**src/irqf_pkg.sv**
```systemverilog
// Package for the interrupt enable and factor flag block.
// Holds the register indices, bit layouts, reset values and the packed carriers
// that the block and its surroundings share.
package irqf_pkg;

   // Register indices; byte address on the bus is four times the index.
   localparam logic [15:0] IDX_SERIAL_IRQ_ENABLE      = 16'hff16;
   localparam logic [15:0] IDX_CLOCK_TIMER_IRQ_ENABLE = 16'hff17;
   localparam logic [15:0] IDX_UPPER_TIMER_IRQ_ENABLE = 16'hff18;
   localparam logic [15:0] IDX_PORT_IRQ_FLAGS         = 16'hff1a;
   localparam logic [15:0] IDX_LOWER_TIMER_IRQ_FLAGS  = 16'hff1b;
   localparam logic [15:0] IDX_SERIAL_IRQ_FLAGS       = 16'hff1c;

   // Implemented bits of each register; all other bits read as zero.
   localparam logic [7:0] MASK_SERIAL      = 8'h3f;
   localparam logic [7:0] MASK_CLOCK_TIMER = 8'h0f;
   localparam logic [7:0] MASK_FULL        = 8'hff;

   // Reset values.
   localparam logic [7:0] RST_ENABLE = 8'h00;
   localparam logic [7:0] RST_FLAGS  = 8'h00;

   // Serial field positions, used for both enables and flags.
   localparam int SER1_ERROR    = 5;
   localparam int SER1_RECEIVE  = 4;
   localparam int SER1_TRANSMIT = 3;
   localparam int SER0_ERROR    = 2;
   localparam int SER0_RECEIVE  = 1;
   localparam int SER0_TRANSMIT = 0;

   // Clock timer enable positions.
   localparam int TICK_32HZ = 3;
   localparam int TICK_8HZ  = 2;
   localparam int TICK_2HZ  = 1;
   localparam int TICK_1HZ  = 0;

   // Lower timer flag positions; timer 0 has its pair swapped.
   localparam int TIMER3_COMPARE   = 7;
   localparam int TIMER3_UNDERFLOW = 6;
   localparam int TIMER0_UNDERFLOW = 1;
   localparam int TIMER0_COMPARE   = 0;

   // AHB encodings.
   localparam logic [1:0] HTRANS_NONSEQ = 2'b10;
   localparam logic       HRESP_OKAY    = 1'b0;

   // Event pulses from peripherals, one cycle each, laid out as the flag bits.
   typedef struct packed {
      logic [7:0] port;
      logic [7:0] lower_timer;
      logic [5:0] serial;
   } irqf_events_t;

   // Register contents presented to the priority logic.
   typedef struct packed {
      logic [5:0] serial_irq_req;
      logic [3:0] clock_timer_irq_enable;
      logic [7:0] upper_timer_irq_enable;
      logic [7:0] port_irq_flags;
      logic [7:0] lower_timer_irq_flags;
   } irqf_status_t;

   // Whole state of the block.
   typedef struct packed {
      logic        dp_valid;
      logic        dp_write;
      logic [15:0] dp_index;
      logic        dp_mapped;
      logic [7:0]  rdata;
      logic [5:0]  serial_irq_enable;
      logic [3:0]  clock_timer_irq_enable;
      logic [7:0]  upper_timer_irq_enable;
      logic [7:0]  port_irq_flags;
      logic [7:0]  lower_timer_irq_flags;
      logic [5:0]  serial_irq_flags;
   } irqf_state_t;

endpackage

```
**src/irqf_top.sv**
```systemverilog
// Interrupt enable registers and interrupt factor flags, reached over AHB-Lite.
// Assumes a single AHB-Lite master, event pulses from logic on hclk, and an
// outside priority stage that consumes the exported enables, flags and requests.
//
// Summary of operation
// - Serial enables: interface 1 error/receive/transmit bits 5-3, interface 0 bits 2-0.
// - Clock timer enables 32, 8, 2, 1 Hz in bits 3 to 0.
// - Timers 7-4 enables paired, compare in odd bit, underflow in even bit.
// - Port input 7 to 0 factor flags in bits 7 to 0.
// - Timers 3-1 flags compare-high pairs; timer 0 underflow bit 1, compare bit 0.
// - Serial flags: interface 1 in bits 5-3, interface 0 in bits 2-0.
// - A flag reads 1 once its cause occurred, 0 otherwise.
// - Writing 1 clears a flag, writing 0 leaves it alone.
// - Reset clears all enables and all flags.
//
// Implementation choice: the AHB-Lite interface to the registers.
`timescale 1ns/1ns
`default_nettype none

module irqf_top (
   // Clock and reset
   input  wire logic                  hclk,
   input  wire logic                  hresetn,
   // AHB-Lite slave
   input  wire logic                  hsel,
   input  wire logic [31:0]           haddr,
   input  wire logic [1:0]            htrans,
   input  wire logic                  hwrite,
   input  wire logic [2:0]            hsize,
   input  wire logic [31:0]           hwdata,
   input  wire logic                  hready,
   output logic                       hreadyout,
   output logic                       hresp,
   output logic [31:0]                hrdata,
   // Peripheral events
   input  wire irqf_pkg::irqf_events_t events,
   // Toward the priority logic
   output irqf_pkg::irqf_status_t     status
);

   irqf_pkg::irqf_state_t state;
   irqf_pkg::irqf_state_t next_state;

   logic       addr_phase;
   logic       wr_en;
   logic [7:0] wbyte;
   logic [7:0] rd_mux;

   // Decode of the address phase being taken.
   logic        addr_in_window;
   logic        addr_aligned;
   logic [15:0] addr_index;

   // Strobes for the data phase that ends at the coming edge.
   logic       wr_serial_enable;
   logic       wr_clock_timer_enable;
   logic       wr_upper_timer_enable;
   logic       wr_port_flags;
   logic       wr_lower_timer_flags;
   logic       wr_serial_flags;

   // Clear masks; all zero unless a write hits the register.
   logic [7:0] clr_port;
   logic [7:0] clr_lower_timer;
   logic [5:0] clr_serial;

   // Next register values, merged into the state by the process below.
   logic [5:0] next_serial_enable;
   logic [3:0] next_clock_timer_enable;
   logic [7:0] next_upper_timer_enable;
   logic [7:0] next_port_flags;
   logic [7:0] next_lower_timer_flags;
   logic [5:0] next_serial_flags;

   // Named fields of the narrow registers, taken from the next values.
   logic       ser1_error_irq_en;
   logic       ser1_receive_irq_en;
   logic       ser1_transmit_irq_en;
   logic       ser0_error_irq_en;
   logic       ser0_receive_irq_en;
   logic       ser0_transmit_irq_en;
   logic       tick_32hz_irq_en;
   logic       tick_8hz_irq_en;
   logic       tick_2hz_irq_en;
   logic       tick_1hz_irq_en;
   logic       ser1_error_flag;
   logic       ser1_receive_flag;
   logic       ser1_transmit_flag;
   logic       ser0_error_flag;
   logic       ser0_receive_flag;
   logic       ser0_transmit_flag;

   // Read words of the narrow registers, rebuilt field by field.
   logic [7:0] rd_serial_enable;
   logic [7:0] rd_clock_timer_enable;
   logic [7:0] rd_serial_flags;

   // Only whole-word transfers are expected; size is accepted but not checked.
   assign addr_phase     = hsel & hready & (htrans == irqf_pkg::HTRANS_NONSEQ);
   assign addr_in_window = (haddr[31:18] == 14'h0000);
   assign addr_aligned   = (haddr[1:0] == 2'b00);
   assign addr_index     = haddr[17:2];
   assign wr_en          = state.dp_valid & state.dp_write & state.dp_mapped;
   assign wbyte          = hwdata[7:0];

   // Unlisted indices match no strobe, so writes to them fall away.
   assign wr_serial_enable =
      wr_en & (state.dp_index == irqf_pkg::IDX_SERIAL_IRQ_ENABLE);
   assign wr_clock_timer_enable =
      wr_en & (state.dp_index == irqf_pkg::IDX_CLOCK_TIMER_IRQ_ENABLE);
   assign wr_upper_timer_enable =
      wr_en & (state.dp_index == irqf_pkg::IDX_UPPER_TIMER_IRQ_ENABLE);
   assign wr_port_flags =
      wr_en & (state.dp_index == irqf_pkg::IDX_PORT_IRQ_FLAGS);
   assign wr_lower_timer_flags =
      wr_en & (state.dp_index == irqf_pkg::IDX_LOWER_TIMER_IRQ_FLAGS);
   assign wr_serial_flags =
      wr_en & (state.dp_index == irqf_pkg::IDX_SERIAL_IRQ_FLAGS);

   assign clr_port        = wr_port_flags ? wbyte : 8'h00;
   assign clr_lower_timer = wr_lower_timer_flags ? wbyte : 8'h00;
   assign clr_serial      = wr_serial_flags ? wbyte[5:0] : 6'h00;

   assign next_serial_enable =
      wr_serial_enable ? wbyte[5:0] : state.serial_irq_enable;
   assign next_clock_timer_enable =
      wr_clock_timer_enable ? wbyte[3:0] : state.clock_timer_irq_enable;
   assign next_upper_timer_enable =
      wr_upper_timer_enable ? wbyte : state.upper_timer_irq_enable;

   // cause sets flag
   // One cell per bit; the serial register has only six. The event term is
   // ORed in last, so a cause that arrives in the clearing cycle is kept.
   for (genvar i = 0; i < 8; i++) begin : g_flag
      assign next_port_flags[i] =
         (state.port_irq_flags[i] & ~clr_port[i]) | events.port[i];
      assign next_lower_timer_flags[i] =
         (state.lower_timer_irq_flags[i] & ~clr_lower_timer[i])
         | events.lower_timer[i];
      if (i < 6) begin : g_serial
         assign next_serial_flags[i] =
            (state.serial_irq_flags[i] & ~clr_serial[i]) | events.serial[i];
      end
   end

   assign ser1_error_irq_en    = next_serial_enable[irqf_pkg::SER1_ERROR];
   assign ser1_receive_irq_en  = next_serial_enable[irqf_pkg::SER1_RECEIVE];
   assign ser1_transmit_irq_en = next_serial_enable[irqf_pkg::SER1_TRANSMIT];
   assign ser0_error_irq_en    = next_serial_enable[irqf_pkg::SER0_ERROR];
   assign ser0_receive_irq_en  = next_serial_enable[irqf_pkg::SER0_RECEIVE];
   assign ser0_transmit_irq_en = next_serial_enable[irqf_pkg::SER0_TRANSMIT];
   assign tick_32hz_irq_en     = next_clock_timer_enable[irqf_pkg::TICK_32HZ];
   assign tick_8hz_irq_en      = next_clock_timer_enable[irqf_pkg::TICK_8HZ];
   assign tick_2hz_irq_en      = next_clock_timer_enable[irqf_pkg::TICK_2HZ];
   assign tick_1hz_irq_en      = next_clock_timer_enable[irqf_pkg::TICK_1HZ];
   assign ser1_error_flag      = next_serial_flags[irqf_pkg::SER1_ERROR];
   assign ser1_receive_flag    = next_serial_flags[irqf_pkg::SER1_RECEIVE];
   assign ser1_transmit_flag   = next_serial_flags[irqf_pkg::SER1_TRANSMIT];
   assign ser0_error_flag      = next_serial_flags[irqf_pkg::SER0_ERROR];
   assign ser0_receive_flag    = next_serial_flags[irqf_pkg::SER0_RECEIVE];
   assign ser0_transmit_flag   = next_serial_flags[irqf_pkg::SER0_TRANSMIT];

   // Building the words from named fields keeps the layout in one place,
   // the package positions, rather than in a second hand-written pattern.
   always_comb begin
      rd_serial_enable                          = 8'h00;
      rd_serial_enable[irqf_pkg::SER1_ERROR]    = ser1_error_irq_en;
      rd_serial_enable[irqf_pkg::SER1_RECEIVE]  = ser1_receive_irq_en;
      rd_serial_enable[irqf_pkg::SER1_TRANSMIT] = ser1_transmit_irq_en;
      rd_serial_enable[irqf_pkg::SER0_ERROR]    = ser0_error_irq_en;
      rd_serial_enable[irqf_pkg::SER0_RECEIVE]  = ser0_receive_irq_en;
      rd_serial_enable[irqf_pkg::SER0_TRANSMIT] = ser0_transmit_irq_en;

      rd_clock_timer_enable                      = 8'h00;
      rd_clock_timer_enable[irqf_pkg::TICK_32HZ] = tick_32hz_irq_en;
      rd_clock_timer_enable[irqf_pkg::TICK_8HZ]  = tick_8hz_irq_en;
      rd_clock_timer_enable[irqf_pkg::TICK_2HZ]  = tick_2hz_irq_en;
      rd_clock_timer_enable[irqf_pkg::TICK_1HZ]  = tick_1hz_irq_en;

      rd_serial_flags                          = 8'h00;
      rd_serial_flags[irqf_pkg::SER1_ERROR]    = ser1_error_flag;
      rd_serial_flags[irqf_pkg::SER1_RECEIVE]  = ser1_receive_flag;
      rd_serial_flags[irqf_pkg::SER1_TRANSMIT] = ser1_transmit_flag;
      rd_serial_flags[irqf_pkg::SER0_ERROR]    = ser0_error_flag;
      rd_serial_flags[irqf_pkg::SER0_RECEIVE]  = ser0_receive_flag;
      rd_serial_flags[irqf_pkg::SER0_TRANSMIT] = ser0_transmit_flag;
   end

   always_comb begin
      next_state = state;

      next_state.serial_irq_enable      = next_serial_enable;
      next_state.clock_timer_irq_enable = next_clock_timer_enable;
      next_state.upper_timer_irq_enable = next_upper_timer_enable;
      next_state.port_irq_flags         = next_port_flags;
      next_state.lower_timer_irq_flags  = next_lower_timer_flags;
      next_state.serial_irq_flags       = next_serial_flags;

      // Read data is taken from the updated values so a read right after a
      // write, or after an event, already shows it.
      rd_mux = 8'h00;
      case (addr_index)
         irqf_pkg::IDX_SERIAL_IRQ_ENABLE: begin
            rd_mux = rd_serial_enable & irqf_pkg::MASK_SERIAL;
         end
         irqf_pkg::IDX_CLOCK_TIMER_IRQ_ENABLE: begin
            rd_mux = rd_clock_timer_enable & irqf_pkg::MASK_CLOCK_TIMER;
         end
         irqf_pkg::IDX_UPPER_TIMER_IRQ_ENABLE: begin
            rd_mux = next_state.upper_timer_irq_enable & irqf_pkg::MASK_FULL;
         end
         irqf_pkg::IDX_PORT_IRQ_FLAGS: begin
            rd_mux = next_state.port_irq_flags;
         end
         irqf_pkg::IDX_LOWER_TIMER_IRQ_FLAGS: begin
            rd_mux = next_state.lower_timer_irq_flags;
         end
         irqf_pkg::IDX_SERIAL_IRQ_FLAGS: begin
            rd_mux = rd_serial_flags & irqf_pkg::MASK_SERIAL;
         end
         default: begin
            rd_mux = 8'h00;
         end
      endcase

      next_state.dp_valid = addr_phase;
      if (addr_phase) begin
         next_state.dp_write  = hwrite;
         next_state.dp_index  = addr_index;
         next_state.dp_mapped = addr_in_window && addr_aligned;
         // A misaligned read selects no register and returns zero.
         next_state.rdata     = (!hwrite && addr_in_window && addr_aligned) ? rd_mux : 8'h00;
      end
   end

   always_ff @(posedge hclk or negedge hresetn) begin
      if (!hresetn) begin
         state.dp_valid               <= 1'b0;
         state.dp_write               <= 1'b0;
         state.dp_index               <= 16'h0000;
         state.dp_mapped              <= 1'b0;
         state.rdata                  <= 8'h00;
         state.serial_irq_enable      <= irqf_pkg::RST_ENABLE[5:0];
         state.clock_timer_irq_enable <= irqf_pkg::RST_ENABLE[3:0];
         state.upper_timer_irq_enable <= irqf_pkg::RST_ENABLE;
         state.port_irq_flags         <= irqf_pkg::RST_FLAGS;
         state.lower_timer_irq_flags  <= irqf_pkg::RST_FLAGS;
         state.serial_irq_flags       <= irqf_pkg::RST_FLAGS[5:0];
      end else begin
         state <= next_state;
      end
   end

   // Zero wait states; every transfer is answered OKAY.
   assign hreadyout = 1'b1;
   assign hresp     = irqf_pkg::HRESP_OKAY;
   assign hrdata    = {24'h000000, state.rdata};

   assign status.serial_irq_req         = state.serial_irq_flags & state.serial_irq_enable;
   assign status.clock_timer_irq_enable = state.clock_timer_irq_enable;
   assign status.upper_timer_irq_enable = state.upper_timer_irq_enable;
   assign status.port_irq_flags         = state.port_irq_flags;
   assign status.lower_timer_irq_flags  = state.lower_timer_irq_flags;

endmodule

`default_nettype wire

```
**config.mk**
```make
export PLATFORM = sky130hd
export DESIGN_NAME = irqf_top
export DESIGN_NICKNAME = d
export VERILOG_FILES = /design/src/irqf_pkg.sv /design/src/irqf_top.sv
export SDC_FILE = /design/constraint.sdc
export NUM_CORES = 1
export LEC_CHECK = 0
export BUFFER_PORTS_ARGS = -buffer_cell sky130_fd_sc_hd__buf_2
export CAP_MARGIN = 30
export CORE_ASPECT_RATIO = 1.25
export CORE_MARGIN = 3
export CORE_UTILIZATION = 43
export DETAILED_ROUTE_END_ITERATION = 8
export PLACE_DENSITY = 0.76
export SLEW_MARGIN = 40
export SYNTH_ARGS = -nofsm -noshare
export SYNTH_HDL_FRONTEND = slang
export SYNTH_SLANG_ARGS = --single-unit
export TNS_END_PERCENT = 100
```
**constraint.sdc**
```tcl
create_clock -name hclk -period 2.11 [get_ports hclk]
set_input_delay 0.3165 -clock hclk [delete_from_list [all_inputs] [get_ports hclk]]
set_output_delay 0.3165 -clock hclk [all_outputs]
set_load 0.05 [all_outputs]
```
# Word-level counts from Yosys, hierarchy flattened
# Cells that the tools add are included.
# op_classes
n_reduce_logical	6
n_eq_ne	13
add_sub_neg	0
div_mod_pow	0
bitwise	77
multipliers	0
n_lt_le_gt_ge	0
shifts	0
mux	8
# ops
cell	n
== test 16 bit, second input constant	12
case mux 8 bit (6 select lines)	1
AND 1 bit	32
two-way mux 8 bit	4
inverter 1 bit	22
OR 1 bit	22
logical NOT 14 bit	1
two-way mux 6 bit	2
AND 6 bit	1
two-way mux 4 bit	1
logical AND 1 bit	3
== test 2 bit, second input constant	1
logical NOT 2 bit	1
logical NOT 1 bit	1
# word_totals
register_bits	67
mem_count	0
latch_bits	0
ramBits	0
rom_bits	0
out_inout_bits	68

# Logic depth before layout (Yosys ltp)
# Gate-level depths: netlist of run 1.
# depth
depth_word	9
ltp_mapped	8

# Worst setup path before layout of run 1
# No wires, ideal clock.
# synth_path
kind	reg-to-reg
startpoint	reg state[54] (netlist bit)
endpoint	reg state (netlist bit hrdata[0])
setup_ns	0.139
setup_slack_ns	-0.041
stages_incl_launch_ff	8
n_path_buf	1
t_arrival_ns	2.012
cell_sequence	dfrtp_1 and4b_1 nand3b_2 or3_1 buf_6 mux2_4 a2111oi_1 o21ai_1
# synth_rtl
item	line	source
start: declaration	irqf_top.sv:41	irqf_pkg::irqf_state_t state;
start signal: assignment	irqf_top.sv:250	state <= next_state;

==> impl_results.html, run 1 <==
<table>
<tr><th>Metric</th><th>Value</th></tr>
<tr><th colspan="2">Timing</th></tr>
<tr><td>Relative slew margins</td><td>59.88%</td></tr>
<tr><td>Unrepaired setup endpoints after global routing</td><td>true</td></tr>
<tr><td>Pins over their slew limit</td><td>0</td></tr>
<tr><td>Final number of hold-violating endpoints</td><td>0</td></tr>
<tr><td>Aggregate negative setup slack</td><td>-102.8 ps</td></tr>
<tr><td>Crit share post-route</td><td>102.2%</td></tr>
<tr><td>FMAX</td><td>463.8 MHz</td></tr>
<tr><td>Worst Setup Slack, final</td><td>-45.91 ps</td></tr>
<tr><td>Pin slew with the least headroom to its limit</td><td>601.8 ps</td></tr>
<tr><td>Final count of negative-setup-slack endpoints</td><td>4</td></tr>
<tr><td>Min Hold Slack</td><td>181.5 ps</td></tr>
<tr><td>Post-route clock skew</td><td>5.651 ps</td></tr>
<tr><td>Final critical delay including setup and external delays</td><td>2156 ps</td></tr>
<tr><th colspan="2">Synth</th></tr>
<tr><td>Fraction of post-synthesis cell area in the top cell type by area</td><td>41.35%</td></tr>
<tr><td>Leading area contributor after synthesis</td><td>dfrtp_1</td></tr>
<tr><td>Ys Warns</td><td>0</td></tr>
<tr><td>Syn Std Cell Area</td><td>4055 sq um</td></tr>
<tr><td>Cells taking the most area after synthesis</td><td>dfrtp_1, buf_4, nand2_1</td></tr>
<tr><td>Gate count after technology mapping</td><td>456</td></tr>
<tr><td>Total of flip-flops plus latches after synthesis</td><td>67</td></tr>
<tr><td>Count of flip-flops with a built-in enable after synthesis</td><td>0</td></tr>
<tr><td>Top_reg_cell synth</td><td>dfrtp_1</td></tr>
<tr><td>Proportion of synthesized chip area in sequential cells</td><td>41.35%</td></tr>
<tr><td>Async set-reset flop share out of synthesis</td><td>100.0%</td></tr>
<tr><td>Post-synthesis cell type count</td><td>52</td></tr>
<tr><td>Synthesized area divided by synthesized cell count</td><td>8.893 sq um</td></tr>
<tr><th colspan="2">Layout</th></tr>
<tr><td>Most frequent cells in the layout</td><td>buf_2, nand2_1, buf_4</td></tr>
<tr><td>Share of post-route cells with drive strength above 1</td><td>41.50%</td></tr>
<tr><td>Layout overhead on the synthesized area</td><td>36.35%</td></tr>
<tr><td>Fillers</td><td>782</td></tr>
<tr><td>Diodes inserted</td><td>0</td></tr>
<tr><td>Leading cell type in the layout, fill and taps excluded</td><td>buf_2</td></tr>
<tr><td>Nets@finish</td><td>691</td></tr>
<tr><th colspan="2">Global routing</th></tr>
<tr><td>Antenna violations before repair</td><td>0</td></tr>
<tr><td>Overall routing resource usage</td><td>22.99%</td></tr>
<tr><td>Global-route congestion overflow total</td><td>0</td></tr>
<tr><td>Maximum number of pins on one net before global-route repair</td><td>30</td></tr>
<tr><td>Global-route wire length before repair</td><td>18.94 mm</td></tr>
<tr><td>Via count of the first global-routing pass</td><td>3,836</td></tr>
<tr><th colspan="2">CTS</th></tr>
<tr><td>CTS sink cnt</td><td>67</td></tr>
<tr><td>Root buffer cell</td><td>clkbuf_16</td></tr>
<tr><td>Clock tree from TritonCTS</td><td>yes</td></tr>
<tr><td>Clock Pin Slew Worst Setup and Hold Paths</td><td>60 ps</td></tr>
<tr><td>H-tree depth reported by CTS</td><td>3</td></tr>
<tr><td>Worst skew pair latency</td><td>340 ps</td></tr>
<tr><td>Buffer levels on the longest clock path</td><td>2</td></tr>
<tr><td>Number of buffers created by CTS</td><td>9</td></tr>
<tr><th colspan="2">Die</th></tr>
<tr><td>Area of the die</td><td>10,640 sq um</td></tr>
<tr><td>Initial Util</td><td>44.20%</td></tr>
<tr><td>Die width</td><td>92.86 microns</td></tr>
<tr><td>Site Rows</td><td>39</td></tr>
<tr><td>Core box area</td><td>9174 sq um</td></tr>
<tr><td>DIE HEIGHT</td><td>114.6 microns</td></tr>
<tr><td>I/O Pins</td><td>164</td></tr>
<tr><th colspan="2">Worst setup path</th></tr>
<tr><td>Required time worst endpoint</td><td>2330 ps</td></tr>
<tr><td>Crit-path slowest cell</td><td>or3_4</td></tr>
<tr><td>Endpoint kind of the worst setup timing path</td><td>register</td></tr>
<tr><td>Crit-path max FO</td><td>6</td></tr>
<tr><td>Buf/Inv on CP</td><td>0</td></tr>
<tr><td>Largest stage delay on the critical path</td><td>470 ps</td></tr>
<tr><td>Worst Setup Path Type</td><td>reg2reg</td></tr>
<tr><td>Setup crit start kind</td><td>register</td></tr>
<tr><td>Sequence of cells on the critical path</td><td>and4b_2 -&gt; nand3b_4 -&gt; or3_4 -&gt; mux2_4 -&gt; a2111oi_4 -&gt; o21ai_1</td></tr>
<tr><td>Largest delay contributor family on the critical path</td><td>simple AND/OR/NAND/NOR gates</td></tr>
<tr><td>Critical Path AT</td><td>2370 ps</td></tr>
<tr><th colspan="2">Routing</th></tr>
<tr><td>Ratio of routed vias to standard cells</td><td>5.394</td></tr>
<tr><td>Number of DRC markers in iteration 0</td><td>270</td></tr>
<tr><td>Count of TritonRoute iterations in the first routing pass</td><td>5</td></tr>
<tr><td>Routed WL per cell</td><td>16.77 microns</td></tr>
<tr><td>Post-detailed-route DRC marker count</td><td>0</td></tr>
<tr><td>Number of nets with antenna violations after detailed routing</td><td>0</td></tr>
<tr><td>Via Count</td><td>3,900</td></tr>
<tr><td>Aggregate routed wire length</td><td>12.13 mm</td></tr>
<tr><th colspan="2">Power and ir drop</th></tr>
<tr><td>Power density over cell area</td><td>615.6 nW/um^2</td></tr>
<tr><td>PnR Total Power</td><td>0.003404 W</td></tr>
<tr><td>LEAKAGE</td><td>2.510 nW</td></tr>
<tr><td>Maximum resistive drop on vdd</td><td>0.3854 mV</td></tr>
<tr><th colspan="2">Job</th></tr>
<tr><td>Number of maximum-capacitance violations</td><td>0</td></tr>
<tr><th colspan="2">Placed design</th></tr>
<tr><td>Post-DP HPWL</td><td>9.178 mm</td></tr>
<tr><td>Routability congestion estimate from global placement</td><td>0.8991</td></tr>
<tr><td>Count of buffers inserted at the top-level ports</td><td>110</td></tr>
<tr><th colspan="2">Hold path</th></tr>
<tr><td>Worst hold path type</td><td>in2reg</td></tr>
<tr><th colspan="2">Status</th></tr>
<tr><td>Violated checks</td><td>negative setup slack</td></tr>
<tr><td>Outcome</td><td>finished, violations left</td></tr>
</table>
-- state kept, by name, indices dropped and copies added (netlist names) --
| register | cells |
|---|---|
| status | 28 |
| state | 31 |
| hrdata | 8 |
-- worst reg2reg max path: cells and delay by family, from the launching register on --
| kind | cells | cell delay (ps) |
|---|---|---|
| flip-flops | 1 | 370 |
| AND/OR/NAND/NOR | 3 | 910 |
| AO/OA/AOI/OAI | 2 | 420 |
| multiplexers | 1 | 340 |
-- report_power, final --
group | leakage (nW) | total, W | switching (W) | internal (W)
Combinational | 1.64 | 0.000536 | 0.000342 | 0.000195
Clock | 0.144 | 0.00147 | 0.000549 | 0.000921
Sequential | 0.729 | 0.00140 | 0.0000415 | 0.00136
-- cell families (layout without fill, tap and decap cells) --
family	after synthesis	after routing	synth area share (%)
buffers and inverters	91	211	14.56
muxes	9	9	2.869
AOI/OAI and AO/OA	66	66	12.16
DFF	67	67	41.35
other	2	26	0.1852
and+or+nand+nor	221	221	28.88
-- synthesized netlist by cell type (5+ instances only) --
cell type	instances
nand2_1	92
nor3_1	7
nand3_1	10
buf_4	62
nand2b_1	6
inv_1	10
a22oi_1	5
o21ai_0	8
o221ai_1	7
nor2_1	30
o41ai_1	5
nand3b_1	5
clkbuf_1	15
o311ai_0	6
a211oi_1	5
dfrtp_1	67
nor4_1	21
a21o_1	6
o21ai_1	7
nand4_1	9
and2_1	8
-- stage by stage --
stage | setup slack (ps) | util (%) | cell area, sq um | std cells
2_1_floorplan | 6.102 | - | 4170 | 480
3_3_place_gp | -263.8 | 52.93 | 4856 | 702
3_5_place_dp | -275.2 | 52.93 | 4856 | 702
4_1_cts | -14.03 | 57.72 | 5295 | 720
5_1_grt | -120.5 | 60.27 | 5529 | 723
6_report | -45.91 | 60.27 | 5529 | 723
-- layer usage --
layer	global-route usage [%]	wire, microns	vias to the layer above	share of wire, %
li1	-	-	1842	-
met1	26.45	4646	1867	38
met2	40.17	6411	158	53
met3	4.931	660	33	5.4
met4	11.44	408	0	3.4
met5	0	0	-	0
-- layout make-up --
class / instances / area [sq um] / share of cell area [%]
clock buffer: 13 / 280.3 / 5.069
clock inverter: 3 / 20.02 / 0.3621
inverter: 11 / 41.29 / 0.7468
multi-input combinational: 322 / 2217 / 40.10
sequential: 67 / 1677 / 30.32
tap: 123 / 153.9 / 2.783
timing repair buffer: 184 / 1140 / 20.62
-- worst paths after layout --
check	startpoint	cells after the start	slack (ps)	endpoint
max	state[54]	6	-50	hrdata[2]
min	events[13]	2	180	status[7]
max reg2reg	state[54]	6	-50	hrdata[2]
min reg2reg	state[58]	2	470	state[58]
max in group asynchronous	hresetn	3	960	status[10]
min in group asynchronous	hresetn	2	530	status[2]
-- timing repair --
action                     in CTS  in global routing
setup endpoints to repair       8                  8
hold endpoints to repair       10                  0
pin swaps                       7                 15
buffers inserted                1                  4
hold buffers                    1                  0
gates resized for setup        23                 32
(Power assumes the default switching activity.)
==> inputs of run 2 (changes only) <==
Settings changed: PLACE_DENSITY 0.76 to not set, PLACE_DENSITY_LB_ADDON set to 0.2.
==> impl_results.html, run 2 (synthesis results as in run 1) <==
<table>
<tr><th>Metric</th><th>Value</th></tr>
<tr><th colspan="2">Status</th></tr>
<tr><td>Outcome</td><td>finished, violations left</td></tr>
<tr><td>Violated checks</td><td>negative hold slack, negative setup slack</td></tr>
<tr><th colspan="2">Power and ir drop</th></tr>
<tr><td>Power share of the clock group</td><td>39.8% (-3.4 points)</td></tr>
<tr><td>Net switching share of the total power</td><td>27.71% (+0.32 points)</td></tr>
<tr><td>Internal Dissipation</td><td>0.002308 W (-6.6%)</td></tr>
<tr><td>Maximum resistive drop on vdd</td><td>0.3900 mV (+1.2%)</td></tr>
<tr><td>LEAKAGE</td><td>2.486 nW (-0.96%)</td></tr>
<tr><td>Combinational share of power</td><td>16.5% (+0.7 points)</td></tr>
<tr><td>Sequential power share</td><td>43.7% (+2.6 points)</td></tr>
<tr><td>Psw</td><td>0.0008846 W (-5.1%)</td></tr>
<tr><td>Power density over cell area</td><td>585.8 nW/um^2 (-4.8%)</td></tr>
<tr><th colspan="2">Die</th></tr>
<tr><td>Site Rows</td><td>39 (unchanged)</td></tr>
<tr><td>Area of the die</td><td>10,640 sq um (unchanged)</td></tr>
<tr><td>DIE HEIGHT</td><td>114.6 microns (unchanged)</td></tr>
<tr><td>I/O Pins</td><td>164 (unchanged)</td></tr>
<tr><td>Die width</td><td>92.86 microns (unchanged)</td></tr>
<tr><td>Initial Util</td><td>44.20% (unchanged)</td></tr>
<tr><td>Core box area</td><td>9174 sq um (unchanged)</td></tr>
<tr><th colspan="2">Placed design</th></tr>
<tr><td>Post-DP HPWL</td><td>9.048 mm (-1.4%)</td></tr>
<tr><td>Cells after DPL</td><td>700 (-0.28%)</td></tr>
<tr><td>Count of buffers inserted at the top-level ports</td><td>110 (unchanged)</td></tr>
<tr><td>Setup WS pre-CTS</td><td>-222.0 ps (+53.19 ps)</td></tr>
<tr><td>Area of placed instances</td><td>4853 sq um (about the same)</td></tr>
<tr><td>Routability congestion estimate from global placement</td><td>0.9316 (+3.6%)</td></tr>
<tr><th colspan="2">Routing</th></tr>
<tr><td>Post-detailed-route DRC marker count</td><td>0 (unchanged)</td></tr>
<tr><td>Aggregate routed wire length</td><td>12.08 mm (-0.39%)</td></tr>
<tr><td>Via Count</td><td>3,885 (-0.38%)</td></tr>
<tr><td>Number of nets with antenna violations after detailed routing</td><td>0 (unchanged)</td></tr>
<tr><td>Ratio of routed vias to standard cells</td><td>5.411 (+0.31%)</td></tr>
<tr><td>Count of TritonRoute iterations in the first routing pass</td><td>5 (unchanged)</td></tr>
<tr><td>Number of DRC markers in iteration 0</td><td>234 (-13%)</td></tr>
<tr><td>Routed WL per cell</td><td>16.82 microns (+0.31%)</td></tr>
<tr><td>Met2 Wirelength</td><td>6.289 mm (-1.9%)</td></tr>
<tr><td>Sum of met3 wire segment lengths after detailed routing</td><td>752 microns (+14%)</td></tr>
<tr><td>M1 wire length</td><td>4.751 mm (+2.3%)</td></tr>
<tr><td>Uppermost layer routed</td><td>met4</td></tr>
<tr><th colspan="2">Layout</th></tr>
<tr><td>Nets@finish</td><td>690 (-0.14%)</td></tr>
<tr><td>Final standard cell utilization of the core</td><td>59.41% (-0.86 points)</td></tr>
<tr><td>Leading cell type in the layout, fill and taps excluded</td><td>buf_2</td></tr>
<tr><td>Non-filler cells in the finished layout</td><td>718 (-0.69%)</td></tr>
<tr><td>Diodes inserted</td><td>0 (unchanged)</td></tr>
<tr><td>Layout overhead on the synthesized area</td><td>34.40%</td></tr>
<tr><td>Most frequent cells in the layout</td><td>buf_2, nand2_1, dfrtp_1</td></tr>
<tr><td>Share of post-route cells with drive strength above 1</td><td>40.34% (-1.2 points)</td></tr>
<tr><td>Largest register FFs</td><td>31 (unchanged)</td></tr>
<tr><td>Fillers</td><td>835 (+6.8%)</td></tr>
<tr><td>Reg with most FFs</td><td>state</td></tr>
<tr><td>Summed area of non-filler cells in the final layout</td><td>5450 sq um (-1.4%)</td></tr>
<tr><th colspan="2">Timing</th></tr>
<tr><td>Final number of hold-violating endpoints</td><td>7 (+7)</td></tr>
<tr><td>Pins over their slew limit</td><td>0 (unchanged)</td></tr>
<tr><td>Post-route clock skew</td><td>3.738 ps (-1.913 ps)</td></tr>
<tr><td>Unrepaired setup endpoints after global routing</td><td>true</td></tr>
<tr><td>Crit share post-route</td><td>104.6% (+2.4 points)</td></tr>
<tr><td>Final critical delay including setup and external delays</td><td>2207 ps (+51.17 ps)</td></tr>
<tr><td>Worst Setup Slack, final</td><td>-97.08 ps (-51.17 ps)</td></tr>
<tr><td>Final count of negative-setup-slack endpoints</td><td>3 (-1)</td></tr>
<tr><td>Min Hold Slack</td><td>-10.76 ps (-192.3 ps)</td></tr>
<tr><td>FMAX</td><td>453.1 MHz (-2.3%)</td></tr>
<tr><th colspan="2">Worst setup path</th></tr>
<tr><td>Reg-to-reg startpoint</td><td>state[54]</td></tr>
<tr><td>Reg2reg end</td><td>hrdata[6]</td></tr>
<tr><td>Crit-path max FO</td><td>6 (unchanged)</td></tr>
<tr><td>Largest delay contributor family on the critical path</td><td>simple AND/OR/NAND/NOR gates</td></tr>
<tr><td>Sequence of cells on the critical path</td><td>and4b_2 -&gt; nand3b_4 -&gt; or3_4 -&gt; mux2_4 -&gt; a222oi_1 -&gt; o21ai_1</td></tr>
<tr><td>Critical Path AT</td><td>2410 ps (+40 ps)</td></tr>
<tr><td>Crit-path slowest cell</td><td>or3_4</td></tr>
<tr><td>Setup crit start kind</td><td>register</td></tr>
<tr><td>Worst Setup Path Type</td><td>reg2reg</td></tr>
<tr><td>Required time worst endpoint</td><td>2310 ps (-20 ps)</td></tr>
<tr><td>Endpoint kind of the worst setup timing path</td><td>register</td></tr>
<tr><td>Number of cells on the worst reg-to-reg path</td><td>6 (unchanged)</td></tr>
<tr><td>Buf/Inv on CP</td><td>0 (unchanged)</td></tr>
<tr><td>Reg2reg setup slack</td><td>-100 ps (-50 ps)</td></tr>
<tr><td>Largest stage delay on the critical path</td><td>470 ps (about the same)</td></tr>
<tr><th colspan="2">CTS</th></tr>
<tr><td>Root buffer cell</td><td>clkbuf_16</td></tr>
<tr><td>Clock tree from TritonCTS</td><td>yes</td></tr>
<tr><td>H-tree depth reported by CTS</td><td>3 (unchanged)</td></tr>
<tr><td>Cts hold-fix bufs</td><td>0 (-1)</td></tr>
<tr><td>Number of buffers created by CTS</td><td>9 (unchanged)</td></tr>
<tr><td>Buffer levels on the longest clock path</td><td>2 (unchanged)</td></tr>
<tr><td>Worst skew pair latency</td><td>330 ps (about the same)</td></tr>
<tr><td>Clock Pin Slew Worst Setup and Hold Paths</td><td>50 ps (about the same)</td></tr>
<tr><td>CTS sink cnt</td><td>67 (unchanged)</td></tr>
<tr><th colspan="2">Hold path</th></tr>
<tr><td>Worst hold path type</td><td>in2async</td></tr>
<tr><th colspan="2">Job</th></tr>
<tr><td>Number of maximum-capacitance violations</td><td>0 (unchanged)</td></tr>
<tr><th colspan="2">Global routing</th></tr>
<tr><td>Maximum number of pins on one net before global-route repair</td><td>68 (+130%)</td></tr>
<tr><td>Via count of the first global-routing pass</td><td>3,745 (-2.4%)</td></tr>
<tr><td>Global-route congestion overflow total</td><td>0 (unchanged)</td></tr>
<tr><td>Global-route wire length before repair</td><td>18.67 mm (-1.4%)</td></tr>
<tr><td>Overall routing resource usage</td><td>22.60% (-0.40 points)</td></tr>
<tr><td>Antenna violations before repair</td><td>0 (unchanged)</td></tr>
</table>
-- run 2: area by class of cell --
cell class	count	area (sq um)	area share, %
Clock buffer	11	232.7	4.270
Timing Repair Buffer	183	1142	20.96
Inverter	11	41.29	0.7576
Sequential cell	67	1677	30.76
Clock inverter	1	5.005	0.09183
Multi-Input combinational cell	322	2198	40.34
Tap cell	123	153.9	2.824
-- run 2: worst reg2reg max path, cell delays in order (launching register included) --
cell	delay [ps]
dfrtp_1	370
and4b_2	320
nand3b_4	100
or3_4	470
mux2_4	330
a222oi_1	390
o21ai_1	110
-- run 2: stage by stage --
step / TNS (ps) / power, W
after global routing: -649.6 / 0.003332
final: -119.4 / 0.003193
after CTS: -121.1 / 0.003185
after global placement: -1336 / 0.001900
after detailed placement: -1438 / 0.001913
after floorplan: 0 / 0.001731
-- run 2: repair_timing --
item                                   in CTS  in global routing
pin swaps                                   3                 11
gates resized for setup                    18                 36
buffers inserted                            2                  4
endpoints found under the hold margin       0                  0
setup endpoints to repair                   8                  8
-- run 2: power groups by stage --
stage | Sequential (W) | Combinational (W) | Clock [W]
CTS | 0.00140 | 0.000504 | 0.00129
global placement | 0.00141 | 0.000486 | 0
global route | 0.00141 | 0.000575 | 0.00135
finish | 0.00140 | 0.000527 | 0.00127
detailed placement | 0.00142 | 0.000495 | 0
floorplan | 0.00141 | 0.000317 | 0
-- run 2: worst max-delay path by stage --
stage / depth (start not counted) / slack, ps / to / start
2_1_floorplan: 7 / 6 / hrdata[6] / state[54]
3_3_place_gp: 9 / -240 / hrdata[4] / haddr[7]
3_5_place_dp: 9 / -220 / hrdata[3] / haddr[7]
4_1_cts: 6 / -90 / hrdata[6] / state[55]
5_1_grt: 6 / -140 / hrdata[6] / state[54]
6_report: 6 / -100 / hrdata[6] / state[54]
-- run 2: routing by layer --
metal,vias to the layer above,global-route usage (%)
li1,1830,-
met1,1877,27.50
met2,156,39.12
met3,22,5.260
met4,0,7.820
met5,-,0
==> inputs of run 3 (changes only) <==
Settings changed: ABC_AREA set to 1, MAX_ROUTING_LAYER set to met4.
==> impl_results.html, run 3 <==
<table>
<tr><th>Metric</th><th>Value</th></tr>
<tr><th colspan="2">Die</th></tr>
<tr><td>I/O Pins</td><td>164 (unchanged)</td></tr>
<tr><td>DIE HEIGHT</td><td>114.3 microns (-0.25%)</td></tr>
<tr><td>Core box area</td><td>8891 sq um (-3.1%)</td></tr>
<tr><td>Die width</td><td>92.63 microns (-0.25%)</td></tr>
<tr><td>Site Rows</td><td>38 (-2.6%)</td></tr>
<tr><td>Initial Util</td><td>45.37% (+1.2 points)</td></tr>
<tr><td>Area of the die</td><td>10,590 sq um (-0.50%)</td></tr>
<tr><th colspan="2">Layout</th></tr>
<tr><td>Diodes inserted</td><td>0 (unchanged)</td></tr>
<tr><td>Reg with most FFs</td><td>state</td></tr>
<tr><td>Summed area of non-filler cells in the final layout</td><td>4627 sq um (-15%)</td></tr>
<tr><td>Nets@finish</td><td>739 (+7.1%)</td></tr>
<tr><td>Most frequent cells in the layout</td><td>nand2_1, buf_2, dfrtp_1</td></tr>
<tr><td>Leading cell type in the layout, fill and taps excluded</td><td>nand2_1</td></tr>
<tr><td>Share of post-route cells with drive strength above 1</td><td>26.54% (-14 points)</td></tr>
<tr><td>Layout overhead on the synthesized area</td><td>14.70%</td></tr>
<tr><td>Largest register FFs</td><td>31 (unchanged)</td></tr>
<tr><td>Non-filler cells in the finished layout</td><td>768 (+7.0%)</td></tr>
<tr><th colspan="2">Placed design</th></tr>
<tr><td>Routability congestion estimate from global placement</td><td>0.8907 (-4.4%)</td></tr>
<tr><td>Count of buffers inserted at the top-level ports</td><td>110 (unchanged)</td></tr>
<tr><td>Post-DP HPWL</td><td>7.600 mm (-16%)</td></tr>
<tr><td>Area of placed instances</td><td>4423 sq um (-8.9%)</td></tr>
<tr><td>Cells after DPL</td><td>751 (+7.3%)</td></tr>
<tr><th colspan="2">Routing</th></tr>
<tr><td>Count of TritonRoute iterations in the first routing pass</td><td>4 (-1)</td></tr>
<tr><td>Routed WL per cell</td><td>12.66 microns (-25%)</td></tr>
<tr><td>Number of nets with antenna violations after detailed routing</td><td>0 (unchanged)</td></tr>
<tr><td>Ratio of routed vias to standard cells</td><td>4.663 (-14%)</td></tr>
<tr><td>Post-detailed-route DRC marker count</td><td>0 (unchanged)</td></tr>
<tr><td>Via Count</td><td>3,581 (-7.8%)</td></tr>
<tr><td>Aggregate routed wire length</td><td>9.723 mm (-20%)</td></tr>
<tr><td>Number of DRC markers in iteration 0</td><td>138 (-41%)</td></tr>
<tr><th colspan="2">Synth</th></tr>
<tr><td>Total of flip-flops plus latches after synthesis</td><td>67 (unchanged)</td></tr>
<tr><td>Synthesized area divided by synthesized cell count</td><td>7.295 sq um (-18%)</td></tr>
<tr><td>Proportion of synthesized chip area in sequential cells</td><td>41.56% (+0.22 points)</td></tr>
<tr><td>Ys Warns</td><td>0 (unchanged)</td></tr>
<tr><td>Synth top cells by count</td><td>nand2_1, dfrtp_1, buf_4, nand3_1, inv_1</td></tr>
<tr><td>Leading area contributor after synthesis</td><td>dfrtp_1</td></tr>
<tr><td>Cells taking the most area after synthesis</td><td>dfrtp_1, nand2_1, buf_4</td></tr>
<tr><td>Most numerous cell in the Yosys netlist</td><td>nand2_1</td></tr>
<tr><td>Post-synthesis cell type count</td><td>27 (-48%)</td></tr>
<tr><td>Count of flip-flops with a built-in enable after synthesis</td><td>0 (unchanged)</td></tr>
<tr><td>Top_reg_cell synth</td><td>dfrtp_1</td></tr>
<tr><td>Syn Std Cell Area</td><td>4034 sq um (-0.52%)</td></tr>
<tr><td>Async set-reset flop share out of synthesis</td><td>100.0% (unchanged)</td></tr>
<tr><td>Gate count after technology mapping</td><td>553 (+21%)</td></tr>
<tr><td>Fraction of post-synthesis cell area in the top cell type by area</td><td>41.56% (+0.22 points)</td></tr>
<tr><th colspan="2">Global routing</th></tr>
<tr><td>Overall routing resource usage</td><td>19.70% (-2.9 points)</td></tr>
<tr><td>Antenna violations before repair</td><td>0 (unchanged)</td></tr>
<tr><td>M1 GR Usage</td><td>22.93% (-4.6 points)</td></tr>
<tr><td>GR Util met2</td><td>33.06% (-6.1 points)</td></tr>
<tr><td>Via count of the first global-routing pass</td><td>3,385 (-9.6%)</td></tr>
<tr><td>Grt met3 use</td><td>2.235% (-3.0 points)</td></tr>
<tr><td>GRT Max-Usage Layer</td><td>met2</td></tr>
<tr><td>Maximum number of pins on one net before global-route repair</td><td>46 (-32%)</td></tr>
<tr><td>Global-route congestion overflow total</td><td>0 (unchanged)</td></tr>
<tr><td>Global-route wire length before repair</td><td>15.82 mm (-15%)</td></tr>
<tr><th colspan="2">Power and ir drop</th></tr>
<tr><td>Sequential power share</td><td>48.5% (+4.8 points)</td></tr>
<tr><td>Combinational share of power</td><td>14.1% (-2.4 points)</td></tr>
<tr><td>Psw</td><td>0.0008260 W (-6.6%)</td></tr>
<tr><td>LEAKAGE</td><td>2.494 nW (+0.35%)</td></tr>
<tr><td>Power share of the clock group</td><td>37.4% (-2.4 points)</td></tr>
<tr><td>Net switching share of the total power</td><td>28.90% (+1.2 points)</td></tr>
<tr><td>Power density over cell area</td><td>617.7 nW/um^2 (+5.5%)</td></tr>
<tr><td>Maximum resistive drop on vdd</td><td>0.3161 mV (-19%)</td></tr>
<tr><td>Internal Dissipation</td><td>0.002032 W (-12%)</td></tr>
<tr><th colspan="2">CTS</th></tr>
<tr><td>Number of buffers created by CTS</td><td>9 (unchanged)</td></tr>
<tr><td>Buffer levels on the longest clock path</td><td>2 (unchanged)</td></tr>
<tr><td>Root buffer cell</td><td>clkbuf_8</td></tr>
<tr><td>Clock Pin Slew Worst Setup and Hold Paths</td><td>70 ps (+20 ps)</td></tr>
<tr><td>Post-CTS setup buffer count</td><td>0 (-2)</td></tr>
<tr><td>H-tree depth reported by CTS</td><td>3 (unchanged)</td></tr>
<tr><td>Resized cells post-CTS</td><td>0 (-18)</td></tr>
<tr><td>Worst skew pair latency</td><td>360 ps (+30 ps)</td></tr>
<tr><td>CTS sink cnt</td><td>67 (unchanged)</td></tr>
<tr><td>Clock tree from TritonCTS</td><td>yes</td></tr>
<tr><th colspan="2">Hold path</th></tr>
<tr><td>Worst hold path type</td><td>in2reg</td></tr>
<tr><th colspan="2">Worst setup path</th></tr>
<tr><td>Crit-path max FO</td><td>12 (+6)</td></tr>
<tr><td>Setup crit start kind</td><td>register</td></tr>
<tr><td>Reg2reg setup slack</td><td>280 ps (+380 ps)</td></tr>
<tr><td>Endpoint kind of the worst setup timing path</td><td>register</td></tr>
<tr><td>Critical Path AT</td><td>2080 ps (-330 ps)</td></tr>
<tr><td>Worst Setup Path Type</td><td>reg2reg</td></tr>
<tr><td>Required time worst endpoint</td><td>2360 ps (+50 ps)</td></tr>
<tr><th colspan="2">Timing</th></tr>
<tr><td>Final count of negative-setup-slack endpoints</td><td>0 (-3)</td></tr>
<tr><td>FMAX</td><td>546.1 MHz (+21%)</td></tr>
<tr><td>Relative slew margins</td><td>62.31%</td></tr>
<tr><td>Crit share post-route</td><td>86.78% (-18 points)</td></tr>
<tr><td>Post-route clock skew</td><td>6.707 ps (+2.969 ps)</td></tr>
<tr><td>Final number of hold-violating endpoints</td><td>0 (-7)</td></tr>
<tr><td>Unrepaired setup endpoints after global routing</td><td>false</td></tr>
<tr><td>Aggregate negative setup slack</td><td>0 ps (+119.4 ps)</td></tr>
<tr><td>Pin slew with the least headroom to its limit</td><td>565.4 ps</td></tr>
<tr><td>Final critical delay including setup and external delays</td><td>1831 ps (-376.1 ps)</td></tr>
<tr><td>Pins over their slew limit</td><td>0 (unchanged)</td></tr>
<tr><td>Min Hold Slack</td><td>160.0 ps (+170.7 ps)</td></tr>
<tr><th colspan="2">Job</th></tr>
<tr><td>Number of maximum-capacitance violations</td><td>0 (unchanged)</td></tr>
<tr><th colspan="2">Status</th></tr>
<tr><td>Outcome</td><td>completed</td></tr>
</table>
run 3: through the flow:
stage | setup WS (ps) | util [%] | total power (W)
6_report | 279.0 | 52.04 | 0.002858
4_1_cts | 253.6 | 52.04 | 0.002884
3_5_place_dp | 261.7 | 49.75 | 0.001817
2_1_floorplan | 643.6 | - | 0.001693
3_3_place_gp | 290.7 | 49.75 | 0.001807
5_1_grt | 59.70 | 52.04 | 0.002978
run 3: worst paths after layout:
check | startpoint | endpoint | cells past startpoint
min reg2reg | state[59] | state[59] | 2
min | events[8] | status[2] | 3
max | state[65] | hrdata[4] | 13
max in group asynchronous | hresetn | state[58] | 3
max reg2reg | state[65] | hrdata[4] | 13
min in group asynchronous | hresetn | status[2] | 2
run 3: what timing repair did:
action,4_1_cts,5_1_grt
endpoints found under the hold margin,22,0
hold buffers,1,0
endpoints found under the setup margin,0,0
run 3: cell families (layout without fill, tap and decap cells):
kind of cell | count (synthesis) | in the layout | synth area share [%]
simple gates | 326 | 326 | 36.07
buf+inv | 130 | 201 | 18.36
flops | 67 | 67 | 41.56
compound gates | 28 | 28 | 3.815
other cells | 2 | 26 | 0.1862
run 3: cell type report:
| class | instances | area (sq um) |
|---|---|---|
| Sequential cell | 67 | 1677 |
| Clock buffer | 11 | 141.4 |
| Inverter | 61 | 229.0 |
| Tap cell | 120 | 150.1 |
| Timing Repair Buffer | 124 | 670.6 |
| Fill cell | 923 | 4264 |
| Clock inverter | 5 | 52.55 |
| Multi-Input combinational cell | 380 | 1707 |
run 3: power groups by stage:
stage / clock, W / sequential, W / combinational (W)
6_report: 0.00107 / 0.00139 / 0.000403
5_1_grt: 0.00113 / 0.00140 / 0.000454
4_1_cts: 0.00109 / 0.00139 / 0.000409
3_5_place_dp: 0 / 0.00141 / 0.000406
3_3_place_gp: 0 / 0.00141 / 0.000398
2_1_floorplan: 0 / 0.00140 / 0.000290
run 3: worst max-delay path: stages, from the launching register on:
cell	delay, ps
dfrtp_1	350
nand2_1	60
nor2_2	150
inv_1	90
nor2_4	290
nand2_2	200
nand2_1	100
nand2_1	60
nand2_1	60
nand2_1	50
nor2_1	120
nand2_1	70
nand2_1	60
nand2_1	50
run 3: per-layer routing:
| layer | vias up | wire length, microns | part of all wire (%) |
|---|---|---|---|
| li1 | 1809 | - | - |
| met1 | 1616 | 3919 | 40 |
| met2 | 133 | 4898 | 50 |
| met3 | 23 | 598 | 6.2 |
| met4 | 0 | 306 | 3.1 |
| met5 | - | 0 | 0 |
